**src/sbs_regs.svh**
```systemverilog
// Constants for the sync burst SRAM control block
`ifndef SBS_REGS_SVH
`define SBS_REGS_SVH

// ============================================================
// Mode pin default levels when the pin floats
`define SBS_FT_DEFAULT    1'b1
`define SBS_DCD_DEFAULT   1'b1
`define SBS_SLEEP_DEFAULT 1'b0

// ============================================================
// Burst counter geometry
`define SBS_BURST_LEN     3'h4
`define SBS_BURST_BITS    2

`endif

```
**src/sbs_pkg.sv**
```systemverilog
// Types for the sync burst SRAM control block
package sbs_pkg;

    // Cycle kind decoded from the strobes and selects
    typedef enum logic [1:0] {
        SBS_IDLE,
        SBS_READ,
        SBS_WRITE
    } sbs_op_t;

endpackage : sbs_pkg

```
**src/sbs_burst_ctr.sv**
```systemverilog
// Two-bit burst address counter with linear or interleaved order
`timescale 1ns/100ps
module sbs_burst_ctr (
    input  wire logic       clk_sys,
    input  wire logic       nrst,
    input  wire logic       clk_en,
    input  wire logic       load,
    input  wire logic [1:0] preset,
    input  wire logic       advance,
    input  wire logic       linear_order_sel_n,
    output logic      [1:0] burst_addr
);

    logic [1:0] start_r;
    logic [1:0] step_r;
    logic [1:0] step_now;

    // ========================================================
    // Start value and step count
    always_ff @(posedge clk_sys or negedge nrst) begin
        if (!nrst) begin
            start_r <= 2'h0;
            step_r  <= 2'h0;
        end else if (clk_en) begin
            if (load) begin
                start_r <= preset;
                step_r  <= 2'h0;
            end else if (advance) begin
                step_r  <= step_r + 2'h1;
            end
        end
    end

    // ========================================================
    // Address order: add for linear, xor for interleaved
    // An advancing cycle already uses the next burst address
    always_comb begin
        step_now = advance ? step_r + 2'h1 : step_r;
        if (!linear_order_sel_n)
            burst_addr = start_r + step_now;
        else
            burst_addr = start_r ^ step_now;
    end

    chk_linear_wrap: assert property (
        @(posedge clk_sys) disable iff (!nrst)
        (clk_en && !load && advance)[*4] |=> (step_r == $past(step_r, 4)))
        else $error("burst count did not wrap after four");

    chk_hold_noadv: assert property (
        @(posedge clk_sys) disable iff (!nrst)
        (clk_en && !load && !advance) |=> $stable(step_r))
        else $error("counter moved without advance");

endmodule : sbs_burst_ctr

```
**src/sbs_skid_buf.sv**
```systemverilog
// Two-entry buffer with valid and ready on both sides
`timescale 1ns/100ps
module sbs_skid_buf #(
    parameter int WIDTH = 72
) (
    input  wire logic             clk_sys,
    input  wire logic             nrst,
    input  wire logic             clk_en,
    input  wire logic             in_valid,
    output logic                  in_ready,
    input  wire logic [WIDTH-1:0] in_data,
    output logic                  out_valid,
    input  wire logic             out_ready,
    output logic      [WIDTH-1:0] out_data
);

    logic [WIDTH-1:0] mem_r [2];
    logic             wr_ptr_r;
    logic             rd_ptr_r;
    logic [1:0]       cnt_r;
    logic             push;
    logic             pop;

    initial begin
        if (WIDTH < 1)
            $error("WIDTH must be positive");
    end

    assign in_ready  = (cnt_r != 2'h2);
    assign out_valid = (cnt_r != 2'h0);
    assign out_data  = mem_r[rd_ptr_r];
    assign push      = clk_en && in_valid && in_ready;
    assign pop       = clk_en && out_valid && out_ready;

    // ========================================================
    // Storage
    always_ff @(posedge clk_sys) begin
        if (push)
            mem_r[wr_ptr_r] <= in_data;
    end

    // ========================================================
    // Pointers and count
    always_ff @(posedge clk_sys or negedge nrst) begin
        if (!nrst) begin
            wr_ptr_r <= 1'b0;
            rd_ptr_r <= 1'b0;
            cnt_r    <= 2'h0;
        end else begin
            if (push)
                wr_ptr_r <= ~wr_ptr_r;
            if (pop)
                rd_ptr_r <= ~rd_ptr_r;
            if (push && !pop)
                cnt_r <= cnt_r + 2'h1;
            else if (pop && !push)
                cnt_r <= cnt_r - 2'h1;
        end
    end

endmodule : sbs_skid_buf

```
**src/sbs_ctrl.sv**
```systemverilog
// Control logic of a synchronous burst SRAM
`timescale 1ns/100ps
`include "sbs_regs.svh"
module sbs_ctrl #(
    parameter int LANES      = 8,
    parameter int ADDR_WIDTH = 18
) (
    input  wire logic                  clk_sys,
    input  wire logic                  nrst,
    input  wire logic                  clk_en,
    input  wire logic [ADDR_WIDTH-1:0] addr_in,
    input  wire logic                  chip_select_a_n,
    input  wire logic                  chip_select_b,
    input  wire logic                  chip_select_c_n,
    input  wire logic                  cpu_addr_strobe_n,
    input  wire logic                  ctrl_addr_strobe_n,
    input  wire logic                  burst_advance_n,
    input  wire logic                  all_bytes_write_n,
    input  wire logic                  byte_write_gate_n,
    input  wire logic [LANES-1:0]      lane_write_n,
    input  wire logic                  out_enable_n,
    input  wire logic                  sleep_request,
    input  wire logic                  flow_through_sel_n,
    input  wire logic                  linear_order_sel_n,
    input  wire logic                  deselect_mode_sel,
    input  wire logic [LANES*8-1:0]    wr_data_in,
    input  wire logic [LANES*8-1:0]    array_rd_data,
    input  wire logic                  rd_ready,
    output logic      [ADDR_WIDTH-1:0] array_addr,
    output logic      [LANES-1:0]      array_lane_we,
    output logic      [LANES*8-1:0]    array_wr_data,
    output logic                       array_rd_en,
    output logic      [LANES*8-1:0]    rd_data_out,
    output logic                       rd_valid,
    output logic      [LANES-1:0]      lane_oe_n,
    output logic                       standby
);

    // ========================================================
    // Elaboration checks
    initial begin
        if (LANES < 1 || LANES > 8)
            $error("LANES must be 1 to 8");
        if (ADDR_WIDTH < `SBS_BURST_BITS + 1)
            $error("ADDR_WIDTH too small");
    end

    logic                  selected;
    logic                  strobe_any;
    logic                  start_cyc;
    logic                  cont_cyc;
    logic                  active_cyc;
    logic [LANES-1:0]      lane_we;
    logic                  is_write;
    logic                  ld_cpu;
    logic                  ld_ctrl;
    logic                  desel_cyc;
    logic [1:0]            burst_lo;
    logic [ADDR_WIDTH-1:0] base_r;
    logic                  burst_on_r;
    logic                  read_s1_r;
    logic                  drive_r;
    logic                  drive_nxt;
    logic                  rd_q_valid;
    logic [LANES*8-1:0]    rd_pipe_r;
    logic                  rd_pipe_v_r;
    logic [LANES*8-1:0]    buf_in_data;
    logic                  buf_in_valid;
    logic                  buf_in_ready;
    logic                  buf_out_valid;
    logic [LANES*8-1:0]    buf_out_data;
    logic                  run;
    sbs_pkg::sbs_op_t      op;

    // ========================================================
    // Cycle decode of selects and strobes
    assign selected   = !chip_select_a_n && chip_select_b
                        && !chip_select_c_n;
    assign ld_cpu     = !cpu_addr_strobe_n && !chip_select_a_n;
    assign ld_ctrl    = cpu_addr_strobe_n && !ctrl_addr_strobe_n;
    assign strobe_any = ld_cpu || ld_ctrl;
    assign start_cyc  = strobe_any && selected;
    assign desel_cyc  = strobe_any && !selected;
    assign cont_cyc   = !strobe_any && burst_on_r;
    assign active_cyc = start_cyc || cont_cyc;
    // Sleep freezes the control path but keeps the array
    assign run        = clk_en && !sleep_request;

    // ========================================================
    // Byte lane write decode, one lane per generate step
    genvar gi;
    generate
        for (gi = 0; gi < LANES; gi = gi + 1) begin : g_lane
            assign lane_we[gi] = !all_bytes_write_n
                || (!byte_write_gate_n && !lane_write_n[gi]);
        end
    endgenerate

    // A processor strobe start is always a read
    assign is_write = (|lane_we) && !(ld_cpu && start_cyc);

    always_comb begin
        if (!active_cyc)
            op = sbs_pkg::SBS_IDLE;
        else if (is_write)
            op = sbs_pkg::SBS_WRITE;
        else
            op = sbs_pkg::SBS_READ;
    end

    // ========================================================
    // Burst address counter
    sbs_burst_ctr u_ctr (
        .clk_sys            (clk_sys),
        .nrst               (nrst),
        .clk_en             (run),
        .load               (start_cyc),
        .preset             (addr_in[1:0]),
        .advance            (cont_cyc && !burst_advance_n),
        .linear_order_sel_n (linear_order_sel_n),
        .burst_addr         (burst_lo)
    );

    // ========================================================
    // Upper address and burst-in-progress flag
    always_ff @(posedge clk_sys or negedge nrst) begin
        if (!nrst) begin
            base_r     <= '0;
            burst_on_r <= 1'b0;
        end else if (run) begin
            if (start_cyc) begin
                base_r     <= addr_in;
                burst_on_r <= 1'b1;
            end else if (desel_cyc) begin
                burst_on_r <= 1'b0;
            end
        end
    end

    // ========================================================
    // Array request registers
    always_ff @(posedge clk_sys or negedge nrst) begin
        if (!nrst) begin
            array_addr    <= '0;
            array_lane_we <= '0;
            array_wr_data <= '0;
            array_rd_en   <= 1'b0;
        end else if (run) begin
            if (start_cyc)
                array_addr <= addr_in;
            else
                array_addr <= {base_r[ADDR_WIDTH-1:2], burst_lo};
            array_lane_we <= (op == sbs_pkg::SBS_WRITE) ? lane_we : '0;
            array_wr_data <= wr_data_in;
            // Dummy reads with outputs off still fetch and advance
            array_rd_en   <= (op == sbs_pkg::SBS_READ);
        end else if (clk_en) begin
            array_lane_we <= '0;
            array_rd_en   <= 1'b0;
        end
    end

    // ========================================================
    // Read stage tracking, used only for pipeline driver timing
    always_ff @(posedge clk_sys or negedge nrst) begin
        if (!nrst) begin
            read_s1_r <= 1'b0;
        end else if (clk_en) begin
            read_s1_r <= run && (op == sbs_pkg::SBS_READ);
        end
    end

    // ========================================================
    // Output register, used only in pipeline mode
    always_ff @(posedge clk_sys or negedge nrst) begin
        if (!nrst) begin
            rd_pipe_r   <= '0;
            rd_pipe_v_r <= 1'b0;
        end else if (clk_en) begin
            rd_pipe_r   <= array_rd_data;
            rd_pipe_v_r <= array_rd_en;
        end
    end

    // Flow-through bypasses the output register
    always_comb begin
        if (!flow_through_sel_n) begin
            buf_in_data = array_rd_data;
            rd_q_valid  = array_rd_en;
        end else begin
            buf_in_data = rd_pipe_r;
            rd_q_valid  = rd_pipe_v_r;
        end
    end
    assign buf_in_valid = rd_q_valid;

    // ========================================================
    // Two-entry buffer toward the reader
    sbs_skid_buf #(
        .WIDTH (LANES*8)
    ) u_buf (
        .clk_sys   (clk_sys),
        .nrst      (nrst),
        .clk_en    (clk_en),
        .in_valid  (buf_in_valid),
        .in_ready  (buf_in_ready),
        .in_data   (buf_in_data),
        .out_valid (buf_out_valid),
        .out_ready (rd_ready || !rd_valid),
        .out_data  (buf_out_data)
    );

    // Reader side registers; buffer stalls when reader holds off
    always_ff @(posedge clk_sys or negedge nrst) begin
        if (!nrst) begin
            rd_data_out <= '0;
            rd_valid    <= 1'b0;
        end else if (clk_en) begin
            if (rd_ready || !rd_valid) begin
                rd_valid    <= buf_out_valid;
                rd_data_out <= buf_out_data;
            end
        end
    end

    // ========================================================
    // Driver turn-off: single deselect one stage ahead of dual
    always_comb begin
        if (!flow_through_sel_n)
            drive_nxt = run && (op == sbs_pkg::SBS_READ);
        else
            drive_nxt = read_s1_r;
    end

    always_ff @(posedge clk_sys or negedge nrst) begin
        if (!nrst) begin
            drive_r <= 1'b0;
        end else if (clk_en) begin
            drive_r <= drive_nxt;
        end
    end

    // ========================================================
    // Lane output enables, active low; write cycles stay off
    always_ff @(posedge clk_sys or negedge nrst) begin
        if (!nrst) begin
            lane_oe_n <= '1;
        end else if (clk_en) begin
            if (out_enable_n || (run && op == sbs_pkg::SBS_WRITE))
                lane_oe_n <= '1;
            else if (deselect_mode_sel ? drive_nxt
                                       : (drive_nxt || drive_r))
                lane_oe_n <= '0;
            else
                lane_oe_n <= '1;
        end
    end

    // ========================================================
    // Standby indication
    always_ff @(posedge clk_sys or negedge nrst) begin
        if (!nrst)
            standby <= `SBS_SLEEP_DEFAULT;
        else if (clk_en)
            standby <= sleep_request;
    end

    // ========================================================
    // Checks
    chk_oe_write_off: assert property (
        @(posedge clk_sys) disable iff (!nrst)
        (clk_en && run && op == sbs_pkg::SBS_WRITE) |=> (&lane_oe_n))
        else $error("lanes drive during write");

    chk_oe_gate: assert property (
        @(posedge clk_sys) disable iff (!nrst)
        (clk_en && out_enable_n) |=> (&lane_oe_n))
        else $error("lanes drive with output enable high");

    chk_gw_all: assert property (
        @(posedge clk_sys) disable iff (!nrst)
        (run && active_cyc && !all_bytes_write_n && !(ld_cpu && start_cyc))
        |=> (&array_lane_we))
        else $error("all-bytes write missed a lane");

    chk_lane_pick: assert property (
        @(posedge clk_sys) disable iff (!nrst)
        (run && op == sbs_pkg::SBS_WRITE && all_bytes_write_n
         && !byte_write_gate_n)
        |=> (array_lane_we == ~$past(lane_write_n)))
        else $error("gated write picked wrong lanes");

    chk_read_none: assert property (
        @(posedge clk_sys) disable iff (!nrst)
        (run && all_bytes_write_n && byte_write_gate_n)
        |=> (array_lane_we == '0))
        else $error("lane written in read cycle");

    chk_desel_load: assert property (
        @(posedge clk_sys) disable iff (!nrst)
        (run && desel_cyc) |=> !burst_on_r)
        else $error("deselect did not end burst");

    chk_start_addr: assert property (
        @(posedge clk_sys) disable iff (!nrst)
        (run && start_cyc) |=> (array_addr == $past(addr_in)))
        else $error("start address not loaded");

    chk_dummy_read: assert property (
        @(posedge clk_sys) disable iff (!nrst)
        (run && op == sbs_pkg::SBS_READ && out_enable_n) |=> array_rd_en)
        else $error("dummy read skipped");

    chk_sleep_flag: assert property (
        @(posedge clk_sys) disable iff (!nrst)
        (clk_en && sleep_request) |=> standby ##0 (array_lane_we == '0))
        else $error("sleep not honoured");

    cov_read:  cover property (@(posedge clk_sys) disable iff (!nrst)
        run && op == sbs_pkg::SBS_READ);
    cov_write: cover property (@(posedge clk_sys) disable iff (!nrst)
        run && op == sbs_pkg::SBS_WRITE);
    cov_burst: cover property (@(posedge clk_sys) disable iff (!nrst)
        run && cont_cyc && !burst_advance_n);
    cov_stall: cover property (@(posedge clk_sys) disable iff (!nrst)
        !buf_in_ready);

endmodule : sbs_ctrl

```
**config.mk**
```make
export PLATFORM = sky130hd
export DESIGN_NAME = sbs_ctrl
export DESIGN_NICKNAME = d
export VERILOG_FILES = /design/src/sbs_pkg.sv /design/src/sbs_burst_ctr.sv /design/src/sbs_skid_buf.sv /design/src/sbs_ctrl.sv
export VERILOG_INCLUDE_DIRS = /design/src /design/src/src
export SDC_FILE = /design/constraint.sdc
export NUM_CORES = 1
export LEC_CHECK = 0
export CORE_MARGIN = 2
export CORE_UTILIZATION = 59
export CTS_BUF_LIST = sky130_fd_sc_hd__clkbuf_2 sky130_fd_sc_hd__clkbuf_4 sky130_fd_sc_hd__clkbuf_8
export CTS_CLUSTER_DIAMETER = 150
export DETAILED_ROUTE_END_ITERATION = 10
export DONT_BUFFER_PORTS = 1
export PLACE_DENSITY = 0.76
export SYNTH_ARGS = -nofsm -noshare
export SYNTH_HDL_FRONTEND = slang
export SYNTH_SLANG_ARGS = --single-unit
```
**constraint.sdc**
```tcl
create_clock -name clk_sys -period 3.5 [get_ports clk_sys]
set_input_delay 0.875 -clock clk_sys [delete_from_list [all_inputs] [get_ports clk_sys]]
set_output_delay 0.875 -clock clk_sys [all_outputs]
set_load 0.05 [all_outputs]
```
==> results.cfg, run 1 <==
[run_status]
status = completed

[logic_synthesis]
synth_area_sq_mm = 0.0149
avgSynthCellArea_sq_um = 12.9
synth-edff-count = 128
ys_seq_area_share_pct = 67.9
netlist_instances = 1151
synth_cell_types = 36
synth-seq-cells = 378
synth_top_flop_cell = dfrtp_1
yosysWarnings = 0
synth_nets = 1324
synthArstFlopShare_pct = 66.1

[drt]
dr_total_vias = 8492
wirelength_um = 30200
drtIter0Drc = 595
wl_per_cell_um = 19.7
drc = 0
drtAntennaViolNets = 0
viasPerCell = 5.55
first_pass_iters = 5

[critical_path]
worstRegToRegCells = 4
cp.arrival_ns = 1.89
worstSetupPathType = reg -> out
required_ns = 2.62
reg2reg_slack_ns = 1.19
worst_setup_path_start_kind = flop
reg2reg_from = array_rd_en
cp-end-kind = output pin
crit_fanout = 9
r2r_end = u_buf.mem_r[1][32]

[sta]
maxSlewViolCount = 0
fmax_ghz = 0.362
tns_ns = 0
relSlewSlack_pct = 33.1
period_share_pct = 78.9
clock_skew_ns = 0.0192
rsz0062_at_grt = no
setup_viol = 0
finalHoldViolations = 0
worst_slew_pin_slew_ns = 1.00
fin_crit_ns = 2.76

[clock_network]
cts_tree = done
clkTransAtPathRegs_ns = 0.06
ctsLongestPathBuffers = 3
postCtsSetupBuffers = 0
cts_num_sinks = 378
cts_root_buf = clkbuf_8
cts_resized = 0
clk_latency_ns = 0.56
cts_buffers = 58
cts-htree-levels = 2

[pwr]
power_frac_comb_pct = 10.5
peakVddDrop_mv = 0.474
power_frac_seq_pct = 58.8
p_sw_mw = 4.58
power.density_mw_per_mm2 = 782
power.total_mw = 12.9
internal-power_mw = 8.31
leakage_nw = 7.04
clockPowerShare_pct = 30.7
p_sw_share_pct = 35.5

[run]
drv_cap = 0

[die]
die_y_um = 163
core.rowCount = 58
core-area_sq_mm = 0.0250
start_util_pct = 59.6
dieArea_sq_mm = 0.0265
io_pins = 336
die_w_um = 163

[cells_and_area]
drive_gt1_share_pct = 22.7
fin_nets = 1325
antennaDiodeCount = 0
fin_util_pct = 66.0
area_growth_pct = 10.8

[min_path]
hold_path.class = in -> async

[global_routing]
grt_max_degree = 251
grt_use_total_pct = 22.0
antenna_found_initial = 0
grt_pass1_vias = 8662
grt_first_pass_wirelength_um = 45600
overflow = 0

[place]
hpwlAfterDp_um = 18800
portBuffers = 0
gp_congestion = 0.778
## power groups by stage
stage | clock network (mW) | logic [mW] | registers (mW)
finish | 3.96 | 1.36 | 7.58
global route | 4.23 | 1.53 | 7.67
CTS | 4.04 | 1.35 | 7.59
detailed placement | 0 | 1.35 | 7.67
global placement | 0 | 1.28 | 7.64
floorplan | 0 | 1.22 | 7.36
## worst max path at each step
stage / start / end / slack, ns / cells past startpoint
global placement: chip_select_a_n / lane_oe_n[6] / 0.79 / 5
floorplan: flow_through_sel_n / u_buf.mem_r[0][0] / 0.56 / 5
CTS: lane_oe_n[6] / lane_oe_n[3] / 0.71 / 0
global route: lane_oe_n[6] / lane_oe_n[4] / 0.68 / 0
finish: lane_oe_n[6] / lane_oe_n[3] / 0.74 / 0
detailed placement: chip_select_a_n / lane_oe_n[6] / 0.76 / 5
## flip-flops by register name, summed over array words and instances, names as in the netlist, 8 cells and up
signal	cells
u_buf.mem_r	128
array_wr_data	64
rd_data_out	64
rd_pipe_r	64
array_addr	18
base_r	18
array_lane_we	8
## per-stage QoR
| step | setup WS [ns] | hold slack, ns | instances | cell area [sq um] |
|---|---|---|---|---|
| after floorplan | 0.561 | 0.451 | 1151 | 14900 |
| after CTS | 0.706 | -0.0369 | 1529 | 16500 |
| after global routing | 0.683 | -0.0319 | 1530 | 16500 |
| final | 0.740 | 0.00696 | 1530 | 16500 |
| after global placement | 0.790 | 0.463 | 1421 | 15200 |
| after detailed placement | 0.758 | 0.476 | 1421 | 15200 |
## layout by cell type, fill, tap and decap left out, drive strengths merged, types with 3 or more instances in the layout
| master | netlist | final |
|---|---|---|
| a31oi | 17 | 17 |
| buf | 15 | 10 |
| bufinv | 0 | 4 |
| clkbuf | 54 | 92 |
| clkinv | 0 | 12 |
| dfrtp | 249 | 249 |
| edfxtp | 128 | 128 |
| inv | 15 | 15 |
| mux2 | 148 | 148 |
| mux2i | 65 | 65 |
| nand2 | 310 | 310 |
| nand3 | 3 | 3 |
| nor2 | 22 | 22 |
| o21ai | 92 | 92 |
| xnor2 | 5 | 5 |
| xor2 | 4 | 4 |
## per-layer routing
layer / routed length, um / track usage (%)
met1: 12400 / 28.6
met2: 14700 / 35.1
met3: 2300 / 6.88
met4: 789 / 7.80
met5: 0 / 0
## final cells by class
type                            instances  area, sq um
Tap cell                              330          413
Clock buffer                           92         1130
Inverter                               15         56.3
Clock inverter                         16          174
Timing Repair Buffer                   10          145
Sequential cell                       378        10100
Fill cell                            1833         8480
Multi-Input combinational cell        689         4460
## kinds of logic (layout without fill, tap and decap cells)
group | after synthesis | after routing | synth area share, %
simple gates | 346 | 346 | 9.00
mux | 213 | 213 | 15.6
flops | 378 | 378 | 67.9
buf+inv | 84 | 133 | 2.31
xor+xnor | 9 | 9 | 0.530
compound gates | 119 | 119 | 4.47
fa+ha+maj | 2 | 2 | 0.168
## Yosys cell counts (2+ instances only)
| library cell | count | area [sq um] |
|---|---|---|
| buf_2 | 2 | 10.0 |
| xor2_1 | 4 | 35.0 |
| dfrtp_1 | 249 | 6230 |
| inv_1 | 15 | 56.3 |
| nor3_1 | 2 | 10.0 |
| mux2_2 | 148 | 1670 |
| buf_4 | 7 | 52.6 |
| nor2_1 | 22 | 82.6 |
| nor2b_1 | 2 | 12.5 |
| o21ai_0 | 92 | 460 |
| ha_1 | 2 | 25.0 |
| buf_1 | 6 | 22.5 |
| nand2b_1 | 2 | 12.5 |
| clkbuf_1 | 54 | 203 |
| o221ai_1 | 2 | 17.5 |
| xnor2_1 | 5 | 43.8 |
| a31oi_1 | 17 | 106 |
| mux2i_1 | 65 | 651 |
| nand2_1 | 309 | 1160 |
| edfxtp_1 | 128 | 3840 |
| nand3_1 | 3 | 15.0 |
Note: power is estimated with default switching activity, not from simulation.
==> run 2: changes to the inputs <==
--- a/config.mk
+++ b/config.mk
@@ -7,12 +7,12 @@
 export NUM_CORES = 1
 export LEC_CHECK = 0
 export CORE_MARGIN = 2
-export CORE_UTILIZATION = 59
+export CORE_UTILIZATION = 65
 export CTS_BUF_LIST = sky130_fd_sc_hd__clkbuf_2 sky130_fd_sc_hd__clkbuf_4 sky130_fd_sc_hd__clkbuf_8
 export CTS_CLUSTER_DIAMETER = 150
 export DETAILED_ROUTE_END_ITERATION = 10
 export DONT_BUFFER_PORTS = 1
-export PLACE_DENSITY = 0.76
+export PLACE_DENSITY = 0.79
 export SYNTH_ARGS = -nofsm -noshare
 export SYNTH_HDL_FRONTEND = slang
 export SYNTH_SLANG_ARGS = --single-unit
==> constraint.sdc (replaced) <==
create_clock -name clk_sys -period 2.6 [get_ports clk_sys]
set_input_delay 0.65 -clock clk_sys [delete_from_list [all_inputs] [get_ports clk_sys]]
set_output_delay 0.65 -clock clk_sys [all_outputs]
set_load 0.05 [all_outputs]
==> run 2 against run 1 <==
Effect of this change: the run now ends with hold timing left; routed wire length fell by 1.4%; register-to-register slack lost 0.45 ns; power rose by 32%; via count rose by 0.31%; global-route usage grew 2.5 points; worst hold slack got worse by 0.23 ns; sequential share of layout area rose by 0.25 points; clock skew is 0.0052 ns lower; sequential power is 35% higher; combinational power is 40% higher; final area down 0.41%; critical path type unchanged; largest cell class unchanged.
==> results.cfg, run 2 (synthesized netlist as in run 1, its figures left out) <==
[run_status]
status = finished, violations left
violations = hold timing

[min_path]
hold_path.class = in -> async

[die]
core.rowCount = 55
die_y_um = 155
start_util_pct = 65.9
die_w_um = 155
core-area_sq_mm = 0.0226
io_pins = 336
dieArea_sq_mm = 0.0241

[critical_path]
worstSetupPathType = reg -> out
worst_setup_path_start_kind = flop
crit_fanout = 5
cp.arrival_ns = 1.82
slowest_delay_ns = 0.89
path_buf_inv = 1
reg2reg_from = u_buf.cnt_r[0]
worstRegToRegCells = 5
cp-end-kind = output pin
critPathTopFamily = flip-flops
cp_slowest_cell = dfstp_4
required_ns = 1.95
path_cells = buf_12
cp-startpoint = lane_oe_n[6]
reg2reg_slack_ns = 0.74
r2r_end = u_buf.mem_r[1][13]

[clock_network]
cts_root_buf = clkbuf_8
ctsLongestPathBuffers = 3
postCtsSetupBuffers = 0
cts_resized = 0
clk_latency_ns = 0.56
cts_num_sinks = 378
cts_tree = done
clkTransAtPathRegs_ns = 0.06
cts_buffers = 58
cts-htree-levels = 2

[pwr]
peakVddDrop_mv = 0.673
power.density_mw_per_mm2 = 1040
leakage_nw = 7.04

[global_routing]
grt_first_pass_wirelength_um = 46400
grt_use_total_pct = 24.5
grt_pass1_vias = 8818
grt_max_degree = 251
overflow = 0
antenna_found_initial = 0

[drt]
drtIter0Drc = 632
wl_per_cell_um = 20.0
wirelength_um = 29700
viasPerCell = 5.72
first_pass_iters = 5
drc = 0
drtAntennaViolNets = 0
dr_total_vias = 8518

[cells_and_area]
final_cell_mix = 308 x nand2_1, 248 x dfrtp_1, 148 x mux2_2
antennaDiodeCount = 0
regMostFlops = u_buf.mem_r
area_growth_pct = 10.4
drive_gt1_share_pct = 23.4
fill_cells = 1494
final_common_cell = nand2_1
largest_reg_flops = 128
fin_util_pct = 72.7
fin_nets = 1331

[sta]
fin_crit_ns = 2.47
period_share_pct = 95.1
clock_skew_ns = 0.0140
worst_hold_slack_ns = -0.218
relSlewSlack_pct = 50.6
fmax_ghz = 0.404
finalHoldViolations = 249
setup_viol = 0
maxSlewViolCount = 0
worst_slew_pin_slew_ns = 0.731
worst_slack_ns = 0.128
tns_ns = 0
rsz0062_at_grt = no

[place]
portBuffers = 0
gp_congestion = 0.836
hpwlAfterDp_um = 18500
preCtsSetupSlack_ns = 0.362

[run]
drv_cap = 0
## run 2: area by class of cell
class | count | area [sq um] | share of cell area [%]
tap | 285 | 357 | 2.17
clock inverter | 8 | 65.1 | 0.396
timing repair buffer | 16 | 195 | 1.19
multi-input combinational | 689 | 4480 | 27.3
sequential | 378 | 10100 | 61.6
clock buffer | 99 | 1160 | 7.04
inverter | 15 | 56.3 | 0.343
## run 2: worst max path at each step
| stage | end | cells after the start |
|---|---|---|
| after detailed placement | lane_oe_n[6] | 5 |
| final | lane_oe_n[2] | 1 |
| after floorplan | u_buf.mem_r[0][0] | 5 |
| after CTS | lane_oe_n[2] | 1 |
| after global placement | lane_oe_n[6] | 5 |
| after global routing | lane_oe_n[2] | 1 |
## run 2: report_power, final
part,internal (mW),switching (mW),leakage [nW],total [mW]
combinational,0.943,0.957,2.17,1.90
sequential,7.15,3.03,4.21,10.2
clock,2.88,2.13,0.659,5.01
## run 2: through the flow
step                      instance area (sq um)  power [mW]  std cells
after floorplan                           14900        11.6       1151
after global placement                    15200        12.1       1383
after detailed placement                  15200        12.2       1383
after CTS                                 16400        17.2       1490
after global routing                      16400        17.8       1490
final                                     16400        17.1       1490
## run 2: routing by layer
metal  vias up  track usage (%)  part of all wire [%]
met5         -                0                     0
met4         0             6.03                   1.7
met3        49             7.91                   8.4
met2       340             41.7                    50
met1      4165             30.8                    39
li1       3964                -                     -
==> run 3: changes to the inputs <==
--- a/config.mk
+++ b/config.mk
@@ -7,12 +7,12 @@
 export NUM_CORES = 1
 export LEC_CHECK = 0
 export CORE_MARGIN = 2
-export CORE_UTILIZATION = 65
+export CORE_UTILIZATION = 59
 export CTS_BUF_LIST = sky130_fd_sc_hd__clkbuf_2 sky130_fd_sc_hd__clkbuf_4 sky130_fd_sc_hd__clkbuf_8
 export CTS_CLUSTER_DIAMETER = 150
 export DETAILED_ROUTE_END_ITERATION = 10
 export DONT_BUFFER_PORTS = 1
-export PLACE_DENSITY = 0.79
+export PLACE_DENSITY = 0.85
 export SYNTH_ARGS = -nofsm -noshare
 export SYNTH_HDL_FRONTEND = slang
 export SYNTH_SLANG_ARGS = --single-unit
==> constraint.sdc (replaced) <==
create_clock -name clk_sys -period 2 [get_ports clk_sys]
set_input_delay 0.5 -clock clk_sys [delete_from_list [all_inputs] [get_ports clk_sys]]
set_output_delay 0.5 -clock clk_sys [all_outputs]
set_load 0.05 [all_outputs]
==> run 3 against run 2 <==
Effect of this change: final area grew 2.0%; power rose by 33%; highest routed layer unchanged; critical endpoint is now lane_oe_n[4]; the flow finishes with violations (hold timing, setup timing); first-iteration DRC count increased by 3.0%; setup slack got worse by 0.23 ns; sequential power rose by 30%.
==> results.cfg, run 3 (synthesized netlist as in run 1, its figures left out) <==
[run_status]
status = finished, violations left
violations = hold timing, setup timing

[pwr]
power_frac_seq_pct = 58.5
peakVddDrop_mv = 0.765
power_frac_comb_pct = 11.2
leakage_nw = 7.16
power.density_mw_per_mm2 = 1350
power.total_mw = 22.7
internal-power_mw = 14.5
p_sw_mw = 8.18
clockPowerShare_pct = 30.2
p_sw_share_pct = 36.1

[sta]
setup_viol = 8
clock_skew_ns = 0.0136
fmax_ghz = 0.476
worst_slew_pin_slew_ns = 1.04
finalHoldViolations = 249
maxSlewViolCount = 0
relSlewSlack_pct = 30.4
fin_crit_ns = 2.10
period_share_pct = 105
worst_slack_ns = -0.0992
worst_hold_slack_ns = -0.377
rsz0062_at_grt = yes

[clock_network]
clkTransAtPathRegs_ns = 0.07
ctsLongestPathBuffers = 3
clk_latency_ns = 0.57
cts_num_sinks = 378
cts_tree = done
cts-htree-levels = 2
cts_root_buf = clkbuf_8
cts_buffers = 57
hold_buffers = 10

[critical_path]
critPathTopFamily = flip-flops
worst_setup_path_start_kind = flop
cp.arrival_ns = 1.60
path_cells = buf_16
slowest_delay_ns = 0.63
cp-end-kind = output pin
cp_slowest_cell = dfstp_4
path_buf_inv = 1
required_ns = 1.50
worstSetupPathType = reg -> out
crit_fanout = 9

[cells_and_area]
area_growth_pct = 12.6
antennaDiodeCount = 0
fin_nets = 1349
regMostFlops = u_buf.mem_r
final_cell_mix = 308 x nand2_1, 247 x dfrtp_1, 148 x mux2_2
drive_gt1_share_pct = 23.9
largest_reg_flops = 128
fill_cells = 1724
final_common_cell = nand2_1
fin_util_pct = 67.0
stdcell_count = 1555

[die]
core.rowCount = 58
start_util_pct = 59.6
io_pins = 336
core-area_sq_mm = 0.0250
die_w_um = 163
die_y_um = 163
dieArea_sq_mm = 0.0265

[place]
portBuffers = 0
dp_cells = 1437
gp_congestion = 0.836
preCtsSetupSlack_ns = 0.0191
hpwlAfterDp_um = 20400

[global_routing]
grt_max_degree = 251
grt_use_total_pct = 24.0
overflow = 0
grt_first_pass_wirelength_um = 49300
grt_pass1_vias = 9211
antenna_found_initial = 0

[drt]
drtIter0Drc = 651
drtAntennaViolNets = 0
viasPerCell = 5.64
drc = 0
wl_per_cell_um = 20.7
dr_total_vias = 8763
wirelength_um = 32200
first_pass_iters = 5

[run]
drv_cap = 0

[min_path]
hold_path.class = in -> async
## run 3: through the flow
step	cell area, sq um	setup TNS (ns)
after detailed placement	15300	0
after global routing	16700	-1.22
after floorplan	14900	-27.66
after CTS	16700	-1.11
final	16700	-0.761
after global placement	15300	0
## run 3: worst paths after layout
kind	from	to	slack [ns]	depth (start not counted)
min in group clk_sys	wr_data_in[25]	array_wr_data[25]	0.03	2
max reg2reg	u_buf.cnt_r[0]	u_buf.mem_r[1][38]	0.24	5
max in group asynchronous	nrst	u_buf.rd_ptr_r	1.42	0
min	nrst	rd_pipe_r[2]	-0.38	0
min reg2reg	drive_r	drive_r	0.49	1
max	lane_oe_n[6]	lane_oe_n[4]	-0.1	1
## run 3: timing repair
action                     4_1_cts  5_1_grt
hold endpoints to repair       260      250
gates resized for setup          1        1
setup endpoints to repair        8        9
gates cloned                     0        0
buffers inserted                 0        0
## run 3: layout make-up
cell class                 count  area (sq um)  area share [%]
inverter                      15          56.3           0.336
clock inverter                22           219            1.31
timing repair buffer          35           395            2.36
clock buffer                  86          1060            6.32
multi-input combinational    689          4490            26.8
tap                          330           413            2.47
sequential                   378         10100            60.4
## run 3: power groups by stage
stage	Combinational (mW)	Sequential [mW]	Clock, mW
6_report	2.55	13.3	6.85
5_1_grt	2.85	13.4	7.33
4_1_cts	2.58	13.3	6.98
3_5_place_dp	2.56	13.4	0
3_3_place_gp	2.41	13.3	0
2_1_floorplan	2.16	12.9	0
## run 3: per-layer routing
| metal | global-route usage [%] | part of all wire, % | vias up |
|---|---|---|---|
| li1 | - | - | 4004 |
| met1 | 28.6 | 38 | 4323 |
| met2 | 40.6 | 50 | 367 |
| met3 | 8.61 | 9.5 | 69 |
| met4 | 8.57 | 2.9 | 0 |
| met5 | 0 | 0 | - |
